--- src/inc/lvi_pkg.sv ---
// Package for the low-voltage interrupt unit: register map, fields, timing
package lvi_pkg;
    // Register byte offsets
    localparam logic [7:0] CTRL_OFFS = 8'h00;
    localparam logic [7:0] STAT_OFFS = 8'h04;
    localparam logic [7:0] MASK_OFFS = 8'h08;
    localparam logic [7:0] IRQS_OFFS = 8'h0C;
    // Control register fields
    localparam int DET_EN_BIT = 0;
    localparam int FALL_IE_BIT = 1;
    localparam int RISE_IE_BIT = 2;
    // Status register fields
    localparam int FALL_FLAG_BIT = 0;
    localparam int RISE_FLAG_BIT = 1;
    localparam int DETECT_BIT = 2;
    localparam int STANDBY_BIT = 3;
    localparam int LVR_BIT = 4;
    // Event status / mask fields
    localparam int EV_FALL_BIT = 0;
    localparam int EV_RISE_BIT = 1;
    localparam int EV_LVR_BIT = 2;
    localparam int EV_SEQERR_BIT = 3;
    localparam int EV_W = 4;
    // Reset values
    localparam logic [2:0] CTRL_RST = 3'h0;
    localparam logic [1:0] FLAG_RST = 2'h0;
    localparam logic [EV_W-1:0] MASK_RST = 4'h0;
    // AXI responses
    localparam logic [1:0] RESP_OKAY = 2'h0;
    localparam logic [1:0] RESP_SLVERR = 2'h2;
    // Settling time after detector enable
    localparam int SETTLE_NS = 50000;
    localparam int CLK_NS = 40;
    localparam int SETTLE_CYC = (SETTLE_NS + CLK_NS - 1) / CLK_NS;
    localparam int SETTLE_W = 11;

    typedef struct packed {
        logic rise_ie;
        logic fall_ie;
        logic det_en;
    } lvi_ctrl_t;

    typedef struct packed {
        logic below_reset;
        logic below_upper;
        logic below_lower;
    } lvi_cmp_t;
endpackage

--- src/verilog/lvi_unit.sv ---
// Low-voltage detect interrupt unit with AXI4-Lite registers
//
// Local design decisions: the AXI4-Lite register port and the placing of the registers.
`timescale 1ns/1ns
//
// Contract
// - Standby after reset until software enables
// - Drop below lower: detect low, fall flag
// - Fall with enable: interrupt same cycle
// - Rise above upper: detect back high
// - Rise with enable: rise flag and interrupt
// - Below reset threshold: hand to reset function
module lvi_unit
    import lvi_pkg::*;
(
    input wire logic sys_clk_i,
    input wire logic reset_i,
    input wire logic clk_en_i,
    input wire lvi_cmp_t cmp_i,
    output logic detect_signal_n_o,
    output logic external_interrupt_0_o,
    output logic low_voltage_reset_o,
    output logic irq_o,
    input wire logic [7:0] s_axi_awaddr,
    input wire logic s_axi_awvalid,
    output logic s_axi_awready,
    input wire logic [31:0] s_axi_wdata,
    input wire logic [3:0] s_axi_wstrb,
    input wire logic s_axi_wvalid,
    output logic s_axi_wready,
    output logic [1:0] s_axi_bresp,
    output logic s_axi_bvalid,
    input wire logic s_axi_bready,
    input wire logic [7:0] s_axi_araddr,
    input wire logic s_axi_arvalid,
    output logic s_axi_arready,
    output logic [31:0] s_axi_rdata,
    output logic [1:0] s_axi_rresp,
    output logic s_axi_rvalid,
    input wire logic s_axi_rready
);

    typedef enum logic [1:0] {
        LVI_STANDBY = 2'b00,
        LVI_SETTLE = 2'b01,
        LVI_ACTIVE = 2'b10
    } lvi_state_t;

    ////////////////////////////////////////////////////////////////////////
    // State
    lvi_ctrl_t detector_control_reg, next_ctrl;
    logic voltage_fall_flag, next_fall_flag;
    logic voltage_rise_flag, next_rise_flag;
    logic detect_n, next_detect_n;
    logic lvr, next_lvr;
    logic external_interrupt_0, next_external_interrupt_0;
    logic [EV_W-1:0] ev_stat, next_ev_stat;
    logic [EV_W-1:0] ev_mask, next_ev_mask;
    lvi_state_t state, next_state;
    logic [SETTLE_W-1:0] settle_cnt, next_settle_cnt;

    logic aw_held, next_aw_held;
    logic w_held, next_w_held;
    logic [7:0] aw_addr, next_aw_addr;
    logic [31:0] w_data, next_w_data;
    logic [3:0] w_strb, next_w_strb;
    logic bvalid, next_bvalid;
    logic [1:0] bresp, next_bresp;
    logic rvalid, next_rvalid;
    logic [1:0] rresp, next_rresp;
    logic [31:0] rdata, next_rdata;

    logic wr_fire, rd_fire, wr_ctrl, wr_stat, rd_irqs;
    logic fall_ev, rise_ev, lvr_ev, seq_err;
    logic [EV_W-1:0] ev_set;
    logic [31:0] stat_word;

    ////////////////////////////////////////////////////////////////////////
    // Bus handshake: address and data accepted in either order
    // Readies drop while frozen so no request is lost; responses
    // still show, so keep clk_en_i high until they are taken
    assign s_axi_awready = clk_en_i && !aw_held && !bvalid;
    assign s_axi_wready = clk_en_i && !w_held && !bvalid;
    assign s_axi_arready = clk_en_i && !rvalid;
    assign s_axi_bvalid = bvalid;
    assign s_axi_bresp = bresp;
    assign s_axi_rvalid = rvalid;
    assign s_axi_rresp = rresp;
    assign s_axi_rdata = rdata;

    always_comb begin
        next_aw_held = aw_held;
        next_w_held = w_held;
        next_aw_addr = aw_addr;
        next_w_data = w_data;
        next_w_strb = w_strb;
        if (s_axi_awvalid && s_axi_awready) begin
            next_aw_held = 1'b1;
            next_aw_addr = s_axi_awaddr;
        end
        if (s_axi_wvalid && s_axi_wready) begin
            next_w_held = 1'b1;
            next_w_data = s_axi_wdata;
            next_w_strb = s_axi_wstrb;
        end
        // Write lands one edge after both halves are held
        wr_fire = aw_held && w_held && !bvalid;
        if (wr_fire) begin
            next_aw_held = 1'b0;
            next_w_held = 1'b0;
        end
        wr_ctrl = wr_fire && aw_addr == CTRL_OFFS && w_strb[0];
        wr_stat = wr_fire && aw_addr == STAT_OFFS && w_strb[0];
        next_bvalid = bvalid;
        next_bresp = bresp;
        if (wr_fire) begin
            next_bvalid = 1'b1;
            next_bresp = (aw_addr == CTRL_OFFS || aw_addr == STAT_OFFS ||
                          aw_addr == MASK_OFFS || aw_addr == IRQS_OFFS)
                         ? RESP_OKAY : RESP_SLVERR;
        end else if (bvalid && s_axi_bready) begin
            next_bvalid = 1'b0;
        end
    end

    always_comb begin
        stat_word = 32'h0000_0000;
        stat_word[FALL_FLAG_BIT] = voltage_fall_flag;
        stat_word[RISE_FLAG_BIT] = voltage_rise_flag;
        stat_word[DETECT_BIT] = !detect_n;
        stat_word[STANDBY_BIT] = state == LVI_STANDBY;
        stat_word[LVR_BIT] = lvr;
    end

    always_comb begin
        rd_fire = s_axi_arvalid && s_axi_arready;
        rd_irqs = rd_fire && s_axi_araddr == IRQS_OFFS;
        next_rvalid = rvalid;
        next_rresp = rresp;
        next_rdata = rdata;
        if (rd_fire) begin
            next_rvalid = 1'b1;
            next_rresp = RESP_OKAY;
            case (s_axi_araddr)
                CTRL_OFFS: next_rdata = {29'h0, detector_control_reg};
                STAT_OFFS: next_rdata = stat_word;
                MASK_OFFS: next_rdata = {28'h0, ev_mask};
                IRQS_OFFS: next_rdata = {28'h0, ev_stat};
                default: begin
                    // Unmapped reads answer zero with an error
                    next_rdata = 32'h0000_0000;
                    next_rresp = RESP_SLVERR;
                end
            endcase
        end else if (rvalid && s_axi_rready) begin
            next_rvalid = 1'b0;
        end
    end

    ////////////////////////////////////////////////////////////////////////
    // Detector logic
    always_comb begin
        next_ctrl = detector_control_reg;
        next_ev_mask = ev_mask;
        next_state = state;
        next_settle_cnt = settle_cnt;
        seq_err = 1'b0;
        if (wr_ctrl) begin
            next_ctrl = w_data[2:0];
            // Early enables or one-write shutdown are flagged, not blocked
            seq_err = (w_data[FALL_IE_BIT] || w_data[RISE_IE_BIT]) &&
                      state != LVI_ACTIVE;
            if (!w_data[DET_EN_BIT] && (detector_control_reg.fall_ie ||
                detector_control_reg.rise_ie)) begin
                seq_err = 1'b1;
            end
        end
        if (wr_fire && aw_addr == MASK_OFFS && w_strb[0]) begin
            next_ev_mask = w_data[EV_W-1:0];
        end
        case (state)
            LVI_STANDBY: begin
                if (detector_control_reg.det_en) begin
                    next_state = LVI_SETTLE;
                    // Settle count loads on entry to the wait
                    next_settle_cnt = SETTLE_W'(SETTLE_CYC - 1);
                end
            end
            LVI_SETTLE: begin
                if (!detector_control_reg.det_en) begin
                    next_state = LVI_STANDBY;
                end else if (settle_cnt == '0) begin
                    next_state = LVI_ACTIVE;
                end else begin
                    next_settle_cnt = settle_cnt - 1'b1;
                end
            end
            LVI_ACTIVE: begin
                if (!detector_control_reg.det_en) begin
                    next_state = LVI_STANDBY;
                end
            end
            default: next_state = LVI_STANDBY;
        endcase
    end

    always_comb begin
        fall_ev = 1'b0;
        rise_ev = 1'b0;
        lvr_ev = 1'b0;
        next_detect_n = detect_n;
        next_lvr = lvr;
        if (state != LVI_ACTIVE) begin
            next_detect_n = 1'b1;
            next_lvr = 1'b0;
        end else begin
            next_lvr = cmp_i.below_reset;
            lvr_ev = cmp_i.below_reset && !lvr;
            if (detect_n && cmp_i.below_lower) begin
                next_detect_n = 1'b0;
                fall_ev = 1'b1;
            // A trip below the reset threshold must clear first
            end else if (!detect_n && !cmp_i.below_upper && !lvr &&
                         !cmp_i.below_reset) begin
                next_detect_n = 1'b1;
                rise_ev = 1'b1;
            end
        end
        // Set wins over a software clear
        next_fall_flag = (wr_stat && !w_data[FALL_FLAG_BIT])
                         ? 1'b0 : voltage_fall_flag;
        next_rise_flag = (wr_stat && !w_data[RISE_FLAG_BIT])
                         ? 1'b0 : voltage_rise_flag;
        if (fall_ev) begin
            next_fall_flag = 1'b1;
        end
        if (rise_ev && detector_control_reg.rise_ie) begin
            next_rise_flag = 1'b1;
        end
        next_external_interrupt_0 = (fall_ev && detector_control_reg.fall_ie) ||
                    (rise_ev && detector_control_reg.rise_ie);
        ev_set = '0;
        ev_set[EV_FALL_BIT] = fall_ev;
        ev_set[EV_RISE_BIT] = rise_ev;
        ev_set[EV_LVR_BIT] = lvr_ev;
        ev_set[EV_SEQERR_BIT] = seq_err;
        // Read-to-clear keeps events raised in the same cycle
        next_ev_stat = (rd_irqs ? '0 : ev_stat) | ev_set;
    end

    ////////////////////////////////////////////////////////////////////////
    // Outputs
    assign detect_signal_n_o = detect_n;
    assign external_interrupt_0_o = external_interrupt_0;
    assign low_voltage_reset_o = lvr;
    assign irq_o = |(ev_stat & ev_mask);

    // Enable low holds every register, bus state included
    always_ff @(posedge sys_clk_i) begin
        if (reset_i) begin
            detector_control_reg <= CTRL_RST;
            voltage_fall_flag <= 1'b0;
            voltage_rise_flag <= 1'b0;
            detect_n <= 1'b1;
            lvr <= 1'b0;
            external_interrupt_0 <= 1'b0;
            ev_stat <= '0;
            ev_mask <= MASK_RST;
            state <= LVI_STANDBY;
            settle_cnt <= '0;
            aw_held <= 1'b0;
            w_held <= 1'b0;
            aw_addr <= '0;
            w_data <= '0;
            w_strb <= '0;
            bvalid <= 1'b0;
            bresp <= RESP_OKAY;
            rvalid <= 1'b0;
            rresp <= RESP_OKAY;
            rdata <= '0;
        end else if (clk_en_i) begin
            detector_control_reg <= next_ctrl;
            voltage_fall_flag <= next_fall_flag;
            voltage_rise_flag <= next_rise_flag;
            detect_n <= next_detect_n;
            lvr <= next_lvr;
            external_interrupt_0 <= next_external_interrupt_0;
            ev_stat <= next_ev_stat;
            ev_mask <= next_ev_mask;
            state <= next_state;
            settle_cnt <= next_settle_cnt;
            aw_held <= next_aw_held;
            w_held <= next_w_held;
            aw_addr <= next_aw_addr;
            w_data <= next_w_data;
            w_strb <= next_w_strb;
            bvalid <= next_bvalid;
            bresp <= next_bresp;
            rvalid <= next_rvalid;
            rresp <= next_rresp;
            rdata <= next_rdata;
        end
    end

endmodule

--- config.mk ---
export PLATFORM = sky130hd
export DESIGN_NAME = lvi_unit
export DESIGN_NICKNAME = d
export VERILOG_FILES = /design/src/inc/lvi_pkg.sv /design/src/verilog/lvi_unit.sv
export SDC_FILE = /design/constraint.sdc
export NUM_CORES = 1
export LEC_CHECK = 0
export BUFFER_PORTS_ARGS = -buffer_cell sky130_fd_sc_hd__buf_2
export CORE_ASPECT_RATIO = 1.25
export CORE_UTILIZATION = 42
export CTS_CLUSTER_SIZE = 30
export DETAILED_ROUTE_END_ITERATION = 10
export PLACE_DENSITY = 0.74
export SYNTH_ARGS = -nofsm -noshare
export SYNTH_HDL_FRONTEND = slang
export SYNTH_SLANG_ARGS = --single-unit
--- constraint.sdc ---
create_clock -name sys_clk_i -period 1.65 [get_ports sys_clk_i]
set_input_delay 0.33 -clock sys_clk_i [delete_from_list [all_inputs] [get_ports sys_clk_i]]
set_output_delay 0.33 -clock sys_clk_i [all_outputs]
set_load 0.03 [all_outputs]
## Word level (Yosys, flattened, before mapping)

Cells that the tools add are included.

| cells by class | value |
|---|---|
| bitwise operators | 2 |
| equality and inequality tests | 14 |
| reductions and logical operators | 75 |
| mux-type cells | 37 |
| add/subtract/negate cells | 1 |

Operators with widths:

| kind | count |
|---|---|
| 11-bit two-way mux | 3 |
| 8-bit by 4-bit == test with 1-bit output (second input constant) | 4 |
| 1-bit logical AND | 30 |
| 2-bit AND reduction | 13 |
| 1-bit two-way mux | 24 |
| 11-bit one-hot mux with 2 select lines | 1 |
| 5-bit one-hot mux with 4 select lines | 1 |
| 8-bit by 3-bit == test with 1-bit output (second input constant) | 2 |
| 8-bit zero test | 2 |
| 2-bit nonzero test | 7 |
| 2-bit two-way mux | 6 |
| 11-bit zero test | 1 |
| 11-bit by 1-bit subtractor with 11-bit output (second input constant) | 1 |
| 1-bit zero test | 10 |
| 2-bit inequality test (second input constant) | 5 |
| 4-bit OR reduction | 2 |
| 1-bit logical OR | 6 |
| 2-bit one-hot mux with 3 select lines | 1 |
| 5-bit AND reduction | 1 |
| 4-bit AND | 1 |
| 4-bit two-way mux | 1 |
| 4-bit bitwise OR | 1 |
| 4-bit AND reduction | 1 |
| 3-bit inequality test (second input constant) | 1 |
| other kinds (4) | 4 |

| storage, ports and cells | value |
|---|---|
| logic and storage cells | 151 |
| register bits after elaboration | 82 |
| output and inout port bits | 45 |
| input port bits | 63 |

## Depth between registers and ports, before layout

Gate-level depths: netlist of run 1.

| logic depth | value |
|---|---|
| depth after elaboration | 10 |
| gate-level depth with buffers | 7 |

## Worst setup path after synthesis of run 1

OpenSTA, ideal clock, no wires.

| timing path | value |
|---|---|
| kind | input -> register |
| start point | input clk_en_i |
| end point | register aw_addr[0] |
| arrival time | 1832 ps |
| required time | 1518 ps |
| cell stages on the path | 5 |
| path slack | -315 ps |
| buffers on the path | 1 |
| library setup time | 132 ps |
| path through | buf_2 nor3b_1 nand2_1 nand2_1 a21oi_1 |

| on the way | value |
|---|---|
| word-level cells in the longest chain between the ends | 4 |

Ends and longest elaborated chain:

| element | RTL line | RTL |
|---|---|---|
| from (decl) | lvi_unit.sv:18 | `input wire logic clk_en_i,` |
| 1-bit logical AND (2 in a row) | lvi_unit.sv:82 | `assign s_axi_awready = clk_en_i && !aw_held && !bvalid;` |
| named net s_axi_awready | lvi_unit.sv:26 | `output logic s_axi_awready,` |
| 1-bit logical AND | lvi_unit.sv:97 | `if (s_axi_awvalid && s_axi_awready) begin` |
| 2-bit AND reduction (no source line) | -- |  |
| to (signal assigned) | lvi_unit.sv:294 | `aw_addr <= next_aw_addr;` |
| to (decl) | lvi_unit.sv:64 | `logic [7:0] aw_addr, next_aw_addr;` |

The timed path passes the listed nets, and every way through them passes these cells.
A chain may end at the register's enable or synchronous reset.

## Final worst setup path of run 1

| timing path | value |
|---|---|
| start point | register settle_cnt[1] |
| end point | register settle_cnt[8] |

| on the way | value |
|---|---|
| word-level cells in the longest chain between the ends | 4 |

Ends and longest elaborated chain:

| element | RTL line | RTL |
|---|---|---|
| from (decl) | lvi_unit.sv:60 | `logic [SETTLE_W-1:0] settle_cnt, next_settle_cnt;` |
| from (signal assigned) | lvi_unit.sv:291 | `settle_cnt <= next_settle_cnt;` |
| 11-bit by 1-bit subtractor with 11-bit output | lvi_unit.sv:195 | `next_settle_cnt = settle_cnt - 1'b1;` |
| 11-bit two-way mux | lvi_unit.sv:192 | `end else if (settle_cnt == '0) begin` |
| 11-bit two-way mux | lvi_unit.sv:190 | `if (!detector_control_reg.det_en) begin` |
| 11-bit one-hot mux with 2 select lines | lvi_unit.sv:181 | `case (state)` |

Several ways; a longest one is shown, not always the timed one. The select of a mux whose other input is x is not followed.

==> results of run 1 <==
-- what timing repair did --
action,CTS,global route
setup endpoints to repair,20,22
pin swaps,7,11
gates resized for setup,13,18
setup buffers,3,4
-- path summary, 6_finish.rpt --
path | from | endpoint | slack [ns] | cells past startpoint
worst min register to register | s_axi_rdata[4] | s_axi_rdata[4] | 0.46 | 2
worst min-delay path | s_axi_awaddr[0] | aw_addr[0] | 0.24 | 3
worst max-delay path | settle_cnt[1] | settle_cnt[8] | -0.03 | 6
worst max register to register | settle_cnt[1] | settle_cnt[8] | -0.03 | 6
-- final cells by class --
cell class                      instances  area (µm²)  share of cell area, %
Timing Repair Buffer                   83       518.0                  15.81
Clock buffer                            5       68.82                  2.101
Inverter                                6       25.02                 0.7639
Clock inverter                          3       25.02                 0.7639
Tap cell                               82       102.6                  3.132
Sequential cell                        53        1075                  32.81
Multi-Input combinational cell        225        1461                  44.61
-- through the flow --
step / util (%) / TNS (ns) / power, mW / instances
finish: 55.56 / -0.02651 / 2.397 / 457
CTS: 53.93 / -0.03349 / 2.409 / 453
global placement: 50.91 / -1.108 / 1.642 / 442
floorplan: - / -0.01006 / 1.608 / 326
global route: 55.56 / -0.4845 / 2.497 / 457
detailed placement: 50.91 / -1.675 / 1.647 / 442
-- kinds of logic after synthesis --
kind of cell	Yosys count
adder cells (fa/ha/maj)	1
AND/OR/NAND/NOR	116
other	1
AO/OA/AOI/OAI	64
multiplexers	15
buffers and inverters	48
flip-flops	53
-- power by group --
part           total, mW  switching (mW)  internal (mW)  leakage, nW
registers           1.32          0.0231           1.30        0.433
clock network      0.763           0.456          0.307       0.0447
logic              0.312           0.210          0.101        0.860
-- layout by cell type, fill, tap and decap left out, types with 4 or more instances in the layout --
| cell type | synthesis | final |
|---|---|---|
| a21oi_1 | 24 | 24 |
| dfxtp_2 | 0 | 5 |
| conb_1 | 1 | 29 |
| a32o_1 | 4 | 4 |
| o21ai_0 | 10 | 6 |
| nand2_1 | 40 | 40 |
| mux2i_1 | 12 | 12 |
| a22oi_1 | 6 | 5 |
| nor2_1 | 29 | 29 |
| clkbuf_8 | 0 | 5 |
| nor3b_2 | 3 | 4 |
| buf_4 | 29 | 35 |
| inv_1 | 6 | 4 |
| nor3_1 | 5 | 5 |
| buf_2 | 3 | 47 |
| dfxtp_1 | 53 | 46 |
| a311oi_1 | 4 | 4 |
| o21ai_1 | 0 | 4 |
-- tightest hold or removal path, delay by kind of cell --
| kind | cells | cell delay, ns |
|---|---|---|
| buffers and inverters | 1 | 0.10 |
| AND/OR/NAND/NOR | 1 | 0.05 |
| AO/OA/AOI/OAI | 1 | 0.05 |
-- layer usage --
layer	wire (µm)	share of wire (%)
met1	2454	41
met5	0	0
met4	70	1.2
met2	3310	55
met3	221	3.6
==> results.sh, run 1 <==
export IMPL_core_um2=5896
export IMPL_vias=2323
export IMPL_die_w_um=72.39
export IMPL_cp_slowest_cell="or4b_4"
export IMPL_timing_final_crit_share_pct=101.6
export IMPL_dp_hpwl_um=4348
export IMPL_met1_usage_pct=21.41
export IMPL_clock_sinks=53
export IMPL_synth_mux_area_share_pct=7.215
export IMPL_yosysUniqueCellTypes=46
export IMPL_run_status="complete, but fails checks"
export IMPL_p_leak_nw=1.337
export IMPL_drcViolationCount=0
export IMPL_finClkSkew_ns=0.009589
export IMPL_regMostFlops="settle_cnt"
export IMPL_wl_um=6056
export IMPL_synth_edf_count=0
export IMPL_nNetsFinal=438
export IMPL_synthSimpleGateAreaFrac_pct=24.29
export IMPL_postCtsHoldBufs=0
export IMPL_grt_pass1_wl_um=9825
export IMPL_crit_fanout=4
export IMPL_gr_total_overflow=0
export IMPL_worstPathArrival_ns=1.86
export IMPL_synth_compound_area_share_pct=15.82
export IMPL_yosysTopAreaCell="dfxtp_1"
export IMPL_crit_buf_inv=1
export IMPL_finalSetupViolations=1
export IMPL_grt_max_degree=46
export IMPL_dieHeight_um=89.99
export IMPL_mappedNetlistArea_um2=2601
export IMPL_fill_cells=570
export IMPL_dieArea_um2=6514
export IMPL_max_clock_freq_mhz=596.5
export IMPL_grt_antenna_before_repair=0
export IMPL_dr_pass1_iters=4
export IMPL_yosys_cell_count_top_type="dfxtp_1"
export IMPL_rsz0062_at_grt="true"
export IMPL_final_max_slew_violation_count=0
export IMPL_min_period_ns=1.677
export IMPL_cts_tree="done"
export IMPL_critPathTopFamily="simple AND/OR/NAND/NOR gates"
export IMPL_wl_per_cell_um=13.25
export IMPL_endpoint_kind="register"
export IMPL_synth_ff_type="dfxtp_1"
export IMPL_synth_top_family_by_area="simple AND/OR/NAND/NOR gates"
export IMPL_largest_reg_flops=11
export IMPL_grt_met2_usage_pct=34.35
export IMPL_ios=108
export IMPL_hold_viol_final=0
export IMPL_synth_area_leaders="dfxtp_1, buf_4, nand2_1"
export IMPL_synth_seq_cells=53
export IMPL_htreeDepth=2
export IMPL_drt_iter0_markers=93
export IMPL_via_per_inst=5.083
export IMPL_timing_final_ws_setup_ns=-0.02651
export IMPL_crit_chain="inv_4 > ha_4 > or4b_4 > nor3b_4 > mux2i_1 > a211oi_1"
export IMPL_ys_warn_count=0
export IMPL_synth_xor_area_share_pct=0
export IMPL_violations="negative setup slack"
export IMPL_rows=31
export IMPL_worst_ep_required_time_ns=1.84
export IMPL_gp_congestion=0.7676
export IMPL_p_per_area_nw_per_um2=731.9
export IMPL_gr_usage_met3_pct=3.924
export IMPL_layout_drive_gt1_share_pct=33.87
export IMPL_critPathMaxStageDelay_ns=0.50
export IMPL_cts_made_buffers=5
export IMPL_crit_type="register to register"
export IMPL_start_util_pct=44.12
export IMPL_clock_latency_ns=0.31
export IMPL_synth_fa_ha_area_share_pct=0.4810
export IMPL_synth_top_area_share_pct=40.79
export IMPL_irDropWorstVdd_mv=0.7115
export IMPL_cts_buffer_depth=2
export IMPL_diodes=0
export IMPL_hold_ws_ns=0.2409
export IMPL_synth_cells=298
export IMPL_io_buffers=47
export IMPL_synthArstFlopShare_pct=0
export IMPL_ant_nets=0
export IMPL_start_kind="register"
export IMPL_root_buffer="clkbuf_8"
export IMPL_cts_clk_slew_worst_paths_ns=0.10
export IMPL_busiest_layer="met2"
export IMPL_synth_common_cells="dfxtp_1, nand2_1, buf_4, nor2_1, a21oi_1"
export IMPL_dpl_worst_slack_ns=-0.1348
export IMPL_hp_class="input pin to register"
export IMPL_avgSynthCellArea_um2=8.729
export IMPL_drv_cap=0
export IMPL_seq_area_frac_synth_pct=40.79
export IMPL_placed_cell_area_um2=3002
export IMPL_area_growth_pct=25.93
export IMPL_grt_pass1_vias=2182
export IMPL_grtUsageTotal_pct=18.84
export IMPL_design_area_um2=3276
No activity file was read; power rests on OpenSTA's default activity.
==> run 2, diff against run 1 <==
- ABC_AREA: not set -> 1
- CORE_MARGIN: not set -> 3
- PLACE_DENSITY: 0.74 -> 0.73
- REMOVE_ABC_BUFFERS: not set -> 1
==> run 2 against run 1 <==
  * The flow now finishes without violations
  * Global-route usage down 3.0 points
  * Combinational power is 8.0% higher
  * Clock-buffer cell count is the same
  * Die area is 15% higher
  * Core utilization shrank 5.3 points
  * Register-to-register slack improved by 0.21 ns
  * Clock skew increased by 0.00072 ns
  * Synthesized cell count up 35%
  * Area after synthesis increased by 5.1%
  * Critical endpoint is now s_axi_wready
==> results.sh, run 2 <==
export IMPL_r2r_cells=6
export IMPL_cts_buffer_depth=2
export IMPL_r2r_start="state[1]"
export IMPL_min_period_ns=1.547
export IMPL_mostFrequentLayoutCell="nand2_1"
export IMPL_hold_end="w_data[1]"
export IMPL_dieArea_um2=7523
export IMPL_core_um2=6246
export IMPL_diodes=0
export IMPL_endpoint_kind="output pin"
export IMPL_ios=108
export IMPL_fin_util_pct=50.24
export IMPL_synth_seq_cells=53
export IMPL_crit_fanout=4
export IMPL_wl_per_cell_um=10.89
export IMPL_yosys_cell_count_top_type="nand2_1"
export IMPL_p_per_area_nw_per_um2=817.5
export IMPL_fill_cells=654
export IMPL_synth_area_leaders="dfxtp_1, nand2_1, nor2_1"
export IMPL_grt_max_degree=23
export IMPL_rsz0062_at_grt="true"
export IMPL_dpl_worst_slack_ns=0.1028
export IMPL_reg2reg_slack_ns=0.18
export IMPL_synth_common_cells="nand2_1, nor2_1, dfxtp_1"
export IMPL_grtUsageTotal_pct=15.83
export IMPL_timing_final_ws_setup_ns=0.1030
export IMPL_vias=2566
export IMPL_worst_ep_required_time_ns=1.32
export IMPL_yosysUniqueCellTypes=30
export IMPL_largest_reg_flops=11
export IMPL_ys_warn_count=0
export IMPL_hold_viol_final=0
export IMPL_synthArstFlopShare_pct=0
export IMPL_cts_tree="done"
export IMPL_min_from="s_axi_wdata[1]"
export IMPL_clock_latency_ns=0.31
export IMPL_synth_cells=402
export IMPL_ant_nets=0
export IMPL_synth_top_area_share_pct=38.79
export IMPL_grt_pass1_vias=2256
export IMPL_synth_ff_type="dfxtp_1"
export IMPL_wl_um=5900
export IMPL_hp_class="input pin to register"
export IMPL_hold_ws_ns=0.2656
export IMPL_run_status="finished, final reports clean"
export IMPL_root_buffer="clkbuf_8"
export IMPL_start_kind="register"
export IMPL_drcViolationCount=0
export IMPL_finClkSkew_ns=0.01030
export IMPL_area_growth_pct=14.73
export IMPL_mappedNetlistArea_um2=2735
export IMPL_htreeDepth=2
export IMPL_layout_drive_gt1_share_pct=17.94
export IMPL_dr_pass1_iters=4
export IMPL_synth_edf_count=0
export IMPL_grt_antenna_before_repair=0
export IMPL_p_leak_nw=1.420
export IMPL_crit_type="register to output pin"
export IMPL_r2r_end="external_interrupt_0_o"
export IMPL_gp_congestion=0.8332
export IMPL_finalSetupViolations=0
export IMPL_gr_total_overflow=0
export IMPL_avgSynthCellArea_um2=6.804
export IMPL_postCtsSetupBuffers=0
export IMPL_irDropWorstVdd_mv=0.4811
export IMPL_fin_setup_tns_ns=0
export IMPL_drv_cap=0
export IMPL_io_buffers=47
export IMPL_yosysTopAreaCell="dfxtp_1"
export IMPL_design_area_um2=3138
export IMPL_min_path_cells=3
export IMPL_final_max_slew_violation_count=0
export IMPL_max_clock_freq_mhz=646.4
export IMPL_cts_made_buffers=5
export IMPL_placed_cell_area_um2=3008
export IMPL_die_w_um=78.18
export IMPL_regMostFlops="settle_cnt"
export IMPL_cts_clk_slew_worst_paths_ns=0.10
export IMPL_via_per_inst=4.734
export IMPL_start_util_pct=43.79
export IMPL_rows=32
export IMPL_nNetsFinal=520
export IMPL_seq_area_frac_synth_pct=38.79
export IMPL_grt_pass1_wl_um=9673
export IMPL_dp_hpwl_um=4455
export IMPL_postCtsHoldBufs=0
export IMPL_layout_common_cells="nand2_1, nor2_1, dfxtp_1"
export IMPL_clock_sinks=53
export IMPL_timing_final_crit_share_pct=93.76
export IMPL_cts_resized=0
export IMPL_worstPathArrival_ns=1.22
export IMPL_dieHeight_um=96.23
export IMPL_drt_iter0_markers=109
-- run 2: cell types whose count changed after synthesis, moves of 5 or more --
cell,change
o21ai_0,+26
nor2_1,+33
nor3b_1,-5
mux2i_1,-12
inv_1,+33
a22oi_1,-6
nand2_1,+37
a21oi_1,+11
nand3_1,+24
-- run 2: stage by stage --
step	cells	power [mW]
after global placement	534	1.694
after floorplan	394	1.589
after CTS	542	2.579
final	542	2.565
after detailed placement	534	1.702
after global routing	542	2.671
-- run 2: how the worst max path moves through the flow --
stage	from	to	slack (ns)	depth (start not counted)
2_1_floorplan	s_axi_bvalid	w_strb[0]	0.02	6
3_3_place_gp	settle_cnt[0]	settle_cnt[1]	0.12	9
3_5_place_dp	settle_cnt[0]	settle_cnt[1]	0.10	9
4_1_cts	settle_cnt[0]	settle_cnt[1]	0.08	9
5_1_grt	s_axi_bvalid	s_axi_wready	0.0008	4
6_report	s_axi_bvalid	s_axi_wready	0.10	4
-- run 2: cells by family (layout without fill, tap and decap cells) --
logic type | count (synthesis) | after routing | synth area share [%]
fa+ha+maj | 1 | 1 | 0.4574
compound gates | 77 | 77 | 14.50
buf+inv | 78 | 105 | 14.78
flops | 53 | 53 | 38.79
simple gates | 190 | 190 | 30.70
other cells | 1 | 29 | 0.1371
xor+xnor | 2 | 2 | 0.6406
-- run 2: per-layer routing --
layer / track usage (%) / vias to the layer above / routed length [µm]
met1: 19.43 / 1114 / 2687
li1: - / 1353 / -
met5: 0 / - / 0
met2: 28.00 / 91 / 2719
met4: 5.539 / 0 / 91
met3: 2.715 / 8 / 400
-- run 2: area by class of cell --
cell class | instances | area, µm² | share of cell area (%)
tap | 85 | 106.4 | 3.389
sequential | 53 | 1061 | 33.81
clock inverter | 3 | 46.29 | 1.475
multi-input combinational | 299 | 1390 | 44.30
clock buffer | 5 | 68.82 | 2.193
inverter | 42 | 157.7 | 5.024
timing repair buffer | 55 | 307.8 | 9.809
-- run 2: report_power, final --
part | internal, mW | switching [mW] | leakage (nW)
registers | 1.31 | 0.0242 | 0.430
clock network | 0.454 | 0.438 | 0.0543
logic | 0.0937 | 0.243 | 0.936
total | 1.86 | 0.705 | 1.42
-- run 2: critical path, stage by stage (launching register included) --
cell and delay (ns):
dfxtp_1 0.36, nor2_1 0.11, inv_1 0.07, nor2_1 0.15
buf_2 0.23
==> run 3, diff against run 2 <==
- CTS_BUF_LIST: not set -> sky130_fd_sc_hd__clkbuf_2 sky130_fd_sc_hd__clkbuf_4 sky130_fd_sc_hd__clkbuf_8
- SETUP_SLACK_MARGIN: not set -> 0.3
==> run 3 against run 2 <==
  * Clock skew rose by 0.0032 ns
  * Combinational power rose by 11%
  * Hold slack got worse by 0.0026 ns
  * Total power rose by 1.6%
  * Setup slack improved by 0.14 ns
  * Sequential power barely moved
  * Highest routed layer unchanged
==> results.sh, run 3 (same netlist as run 2, synthesis figures left out) <==
export IMPL_p_per_area_nw_per_um2=762.3
export IMPL_placed_cell_area_um2=3008
export IMPL_drt_iter0_markers=176
export IMPL_wl_per_cell_um=11.76
export IMPL_grt_pass1_vias=2361
export IMPL_register_area_um2=1085
export IMPL_wirelength_met1_um=2909
export IMPL_mostFrequentLayoutCell="nand2_1"
export IMPL_grtUsageTotal_pct=16.42
export IMPL_grt_pass1_wl_um=10030
export IMPL_die_w_um=78.18
export IMPL_diodes=0
export IMPL_gr_total_overflow=0
export IMPL_cts_tree="done"
export IMPL_wl_um=6493
export IMPL_fin_setup_tns_ns=0
export IMPL_via_per_inst=4.830
export IMPL_worst_ep_required_time_ns=1.84
export IMPL_vias=2666
export IMPL_ant_nets=0
export IMPL_run_status="finished, final reports clean"
export IMPL_p_leak_nw=1.518
export IMPL_rsz0062_at_grt="true"
export IMPL_dr_wl_met2_um=3183
export IMPL_endpoint_kind="register"
export IMPL_dieArea_um2=7523
export IMPL_htreeDepth=2
export IMPL_hold_viol_final=0
export IMPL_min_period_ns=1.408
export IMPL_start_kind="register"
export IMPL_layout_drive_gt1_share_pct=29.55
export IMPL_dieHeight_um=96.23
export IMPL_nNetsFinal=530
export IMPL_clock_sinks=53
export IMPL_dp_hpwl_um=4455
export IMPL_fin_util_pct=54.77
export IMPL_ios=108
export IMPL_cts_clk_slew_worst_paths_ns=0.10
export IMPL_finalPower_mw=2.608
export IMPL_crit_type="register to register"
export IMPL_irDropWorstVdd_mv=0.4842
export IMPL_grt_antenna_before_repair=0
export IMPL_gp_congestion=0.8332
export IMPL_design_area_um2=3421
export IMPL_dr_pass1_iters=4
export IMPL_timing_final_crit_share_pct=85.32
export IMPL_top_layer="met4"
export IMPL_max_clock_freq_mhz=710.4
export IMPL_layout_common_cells="nand2_1, nor2_1, buf_2"
export IMPL_regMostFlops="settle_cnt"
export IMPL_io_buffers=47
export IMPL_wl_met3_um=308
export IMPL_finalSetupViolations=0
export IMPL_cts_made_buffers=5
export IMPL_largest_reg_flops=11
export IMPL_multiInputGateArea_um2=1536
export IMPL_postCtsHoldBufs=0
export IMPL_drv_cap=0
export IMPL_fill_cells=610
export IMPL_area_growth_pct=25.07
export IMPL_finClkSkew_ns=0.01346
export IMPL_drcViolationCount=0
export IMPL_grt_max_degree=23
export IMPL_rows=32
export IMPL_start_util_pct=43.79
export IMPL_hp_class="input pin to register"
export IMPL_cts_buffer_depth=2
export IMPL_crit_fanout=4
export IMPL_core_um2=6246
export IMPL_final_max_slew_violation_count=0
export IMPL_hold_ws_ns=0.2630
export IMPL_clock_latency_ns=0.31
export IMPL_worstPathArrival_ns=1.60
export IMPL_root_buffer="clkbuf_8"
## run 3: cell count changes in the layout (fill, tap and decap cells not counted), sizes merged
cell    before  now
clkbuf       5    6
buf         55   64
## run 3: per-layer routing
| metal | GRT usage [%] | vias up |
|---|---|---|
| met5 | 0 | - |
| met4 | 5.977 | 0 |
| met3 | 2.809 | 10 |
| met2 | 29.57 | 83 |
| met1 | 19.64 | 1201 |
| li1 | - | 1372 |
## run 3: critical path, stage by stage (launching register included)
cell and delay (ns):
dfxtp_1 0.38, nor2_2 0.17, nand2_4 0.08, nor2_4 0.16, buf_6 0.13, nand2_2 0.05
nand2_2 0.08, nand3_2 0.10, nand2_2 0.09, a21oi_2 0.05
## run 3: worst paths after layout
path                                     start          to  slack [ns]  cells past startpoint
worst max-delay path             settle_cnt[2]    state[0]        0.24                      9
worst min-delay path            s_axi_wdata[1]   w_data[1]        0.26                      3
worst max register to register   settle_cnt[2]    state[0]        0.24                      9
worst min register to register      ev_mask[1]  ev_mask[1]        0.46                      2
## run 3: stage by stage
stage | instances | worst slack, ns
2_1_floorplan | 394 | 0.02248
3_3_place_gp | 534 | 0.1247
3_5_place_dp | 534 | 0.1028
4_1_cts | 547 | 0.2255
5_1_grt | 552 | 0.1898
6_report | 552 | 0.2423
## run 3: report_power, final
| part | leakage, nW | total, mW | switching, mW | internal [mW] |
|---|---|---|---|---|
| logic | 1.03 | 0.373 | 0.262 | 0.111 |
| clock network | 0.0543 | 0.897 | 0.442 | 0.455 |
| registers | 0.438 | 1.34 | 0.0269 | 1.31 |
## run 3: what timing repair did
action / CTS / global route
gates resized for setup: 24 / 61
pin swaps: 4 / 12
setup buffers: 5 / 5
endpoints found under the setup margin: 28 / 46
gates cloned: 0 / 0
## run 3: final cells by class
cell class | instances | area share, %
Tap cell | 85 | 3.109
Inverter | 42 | 4.755
Multi-Input combinational cell | 299 | 44.92
Clock inverter | 3 | 1.353
Timing Repair Buffer | 65 | 12.14
Clock buffer | 5 | 2.012
Sequential cell | 53 | 31.71
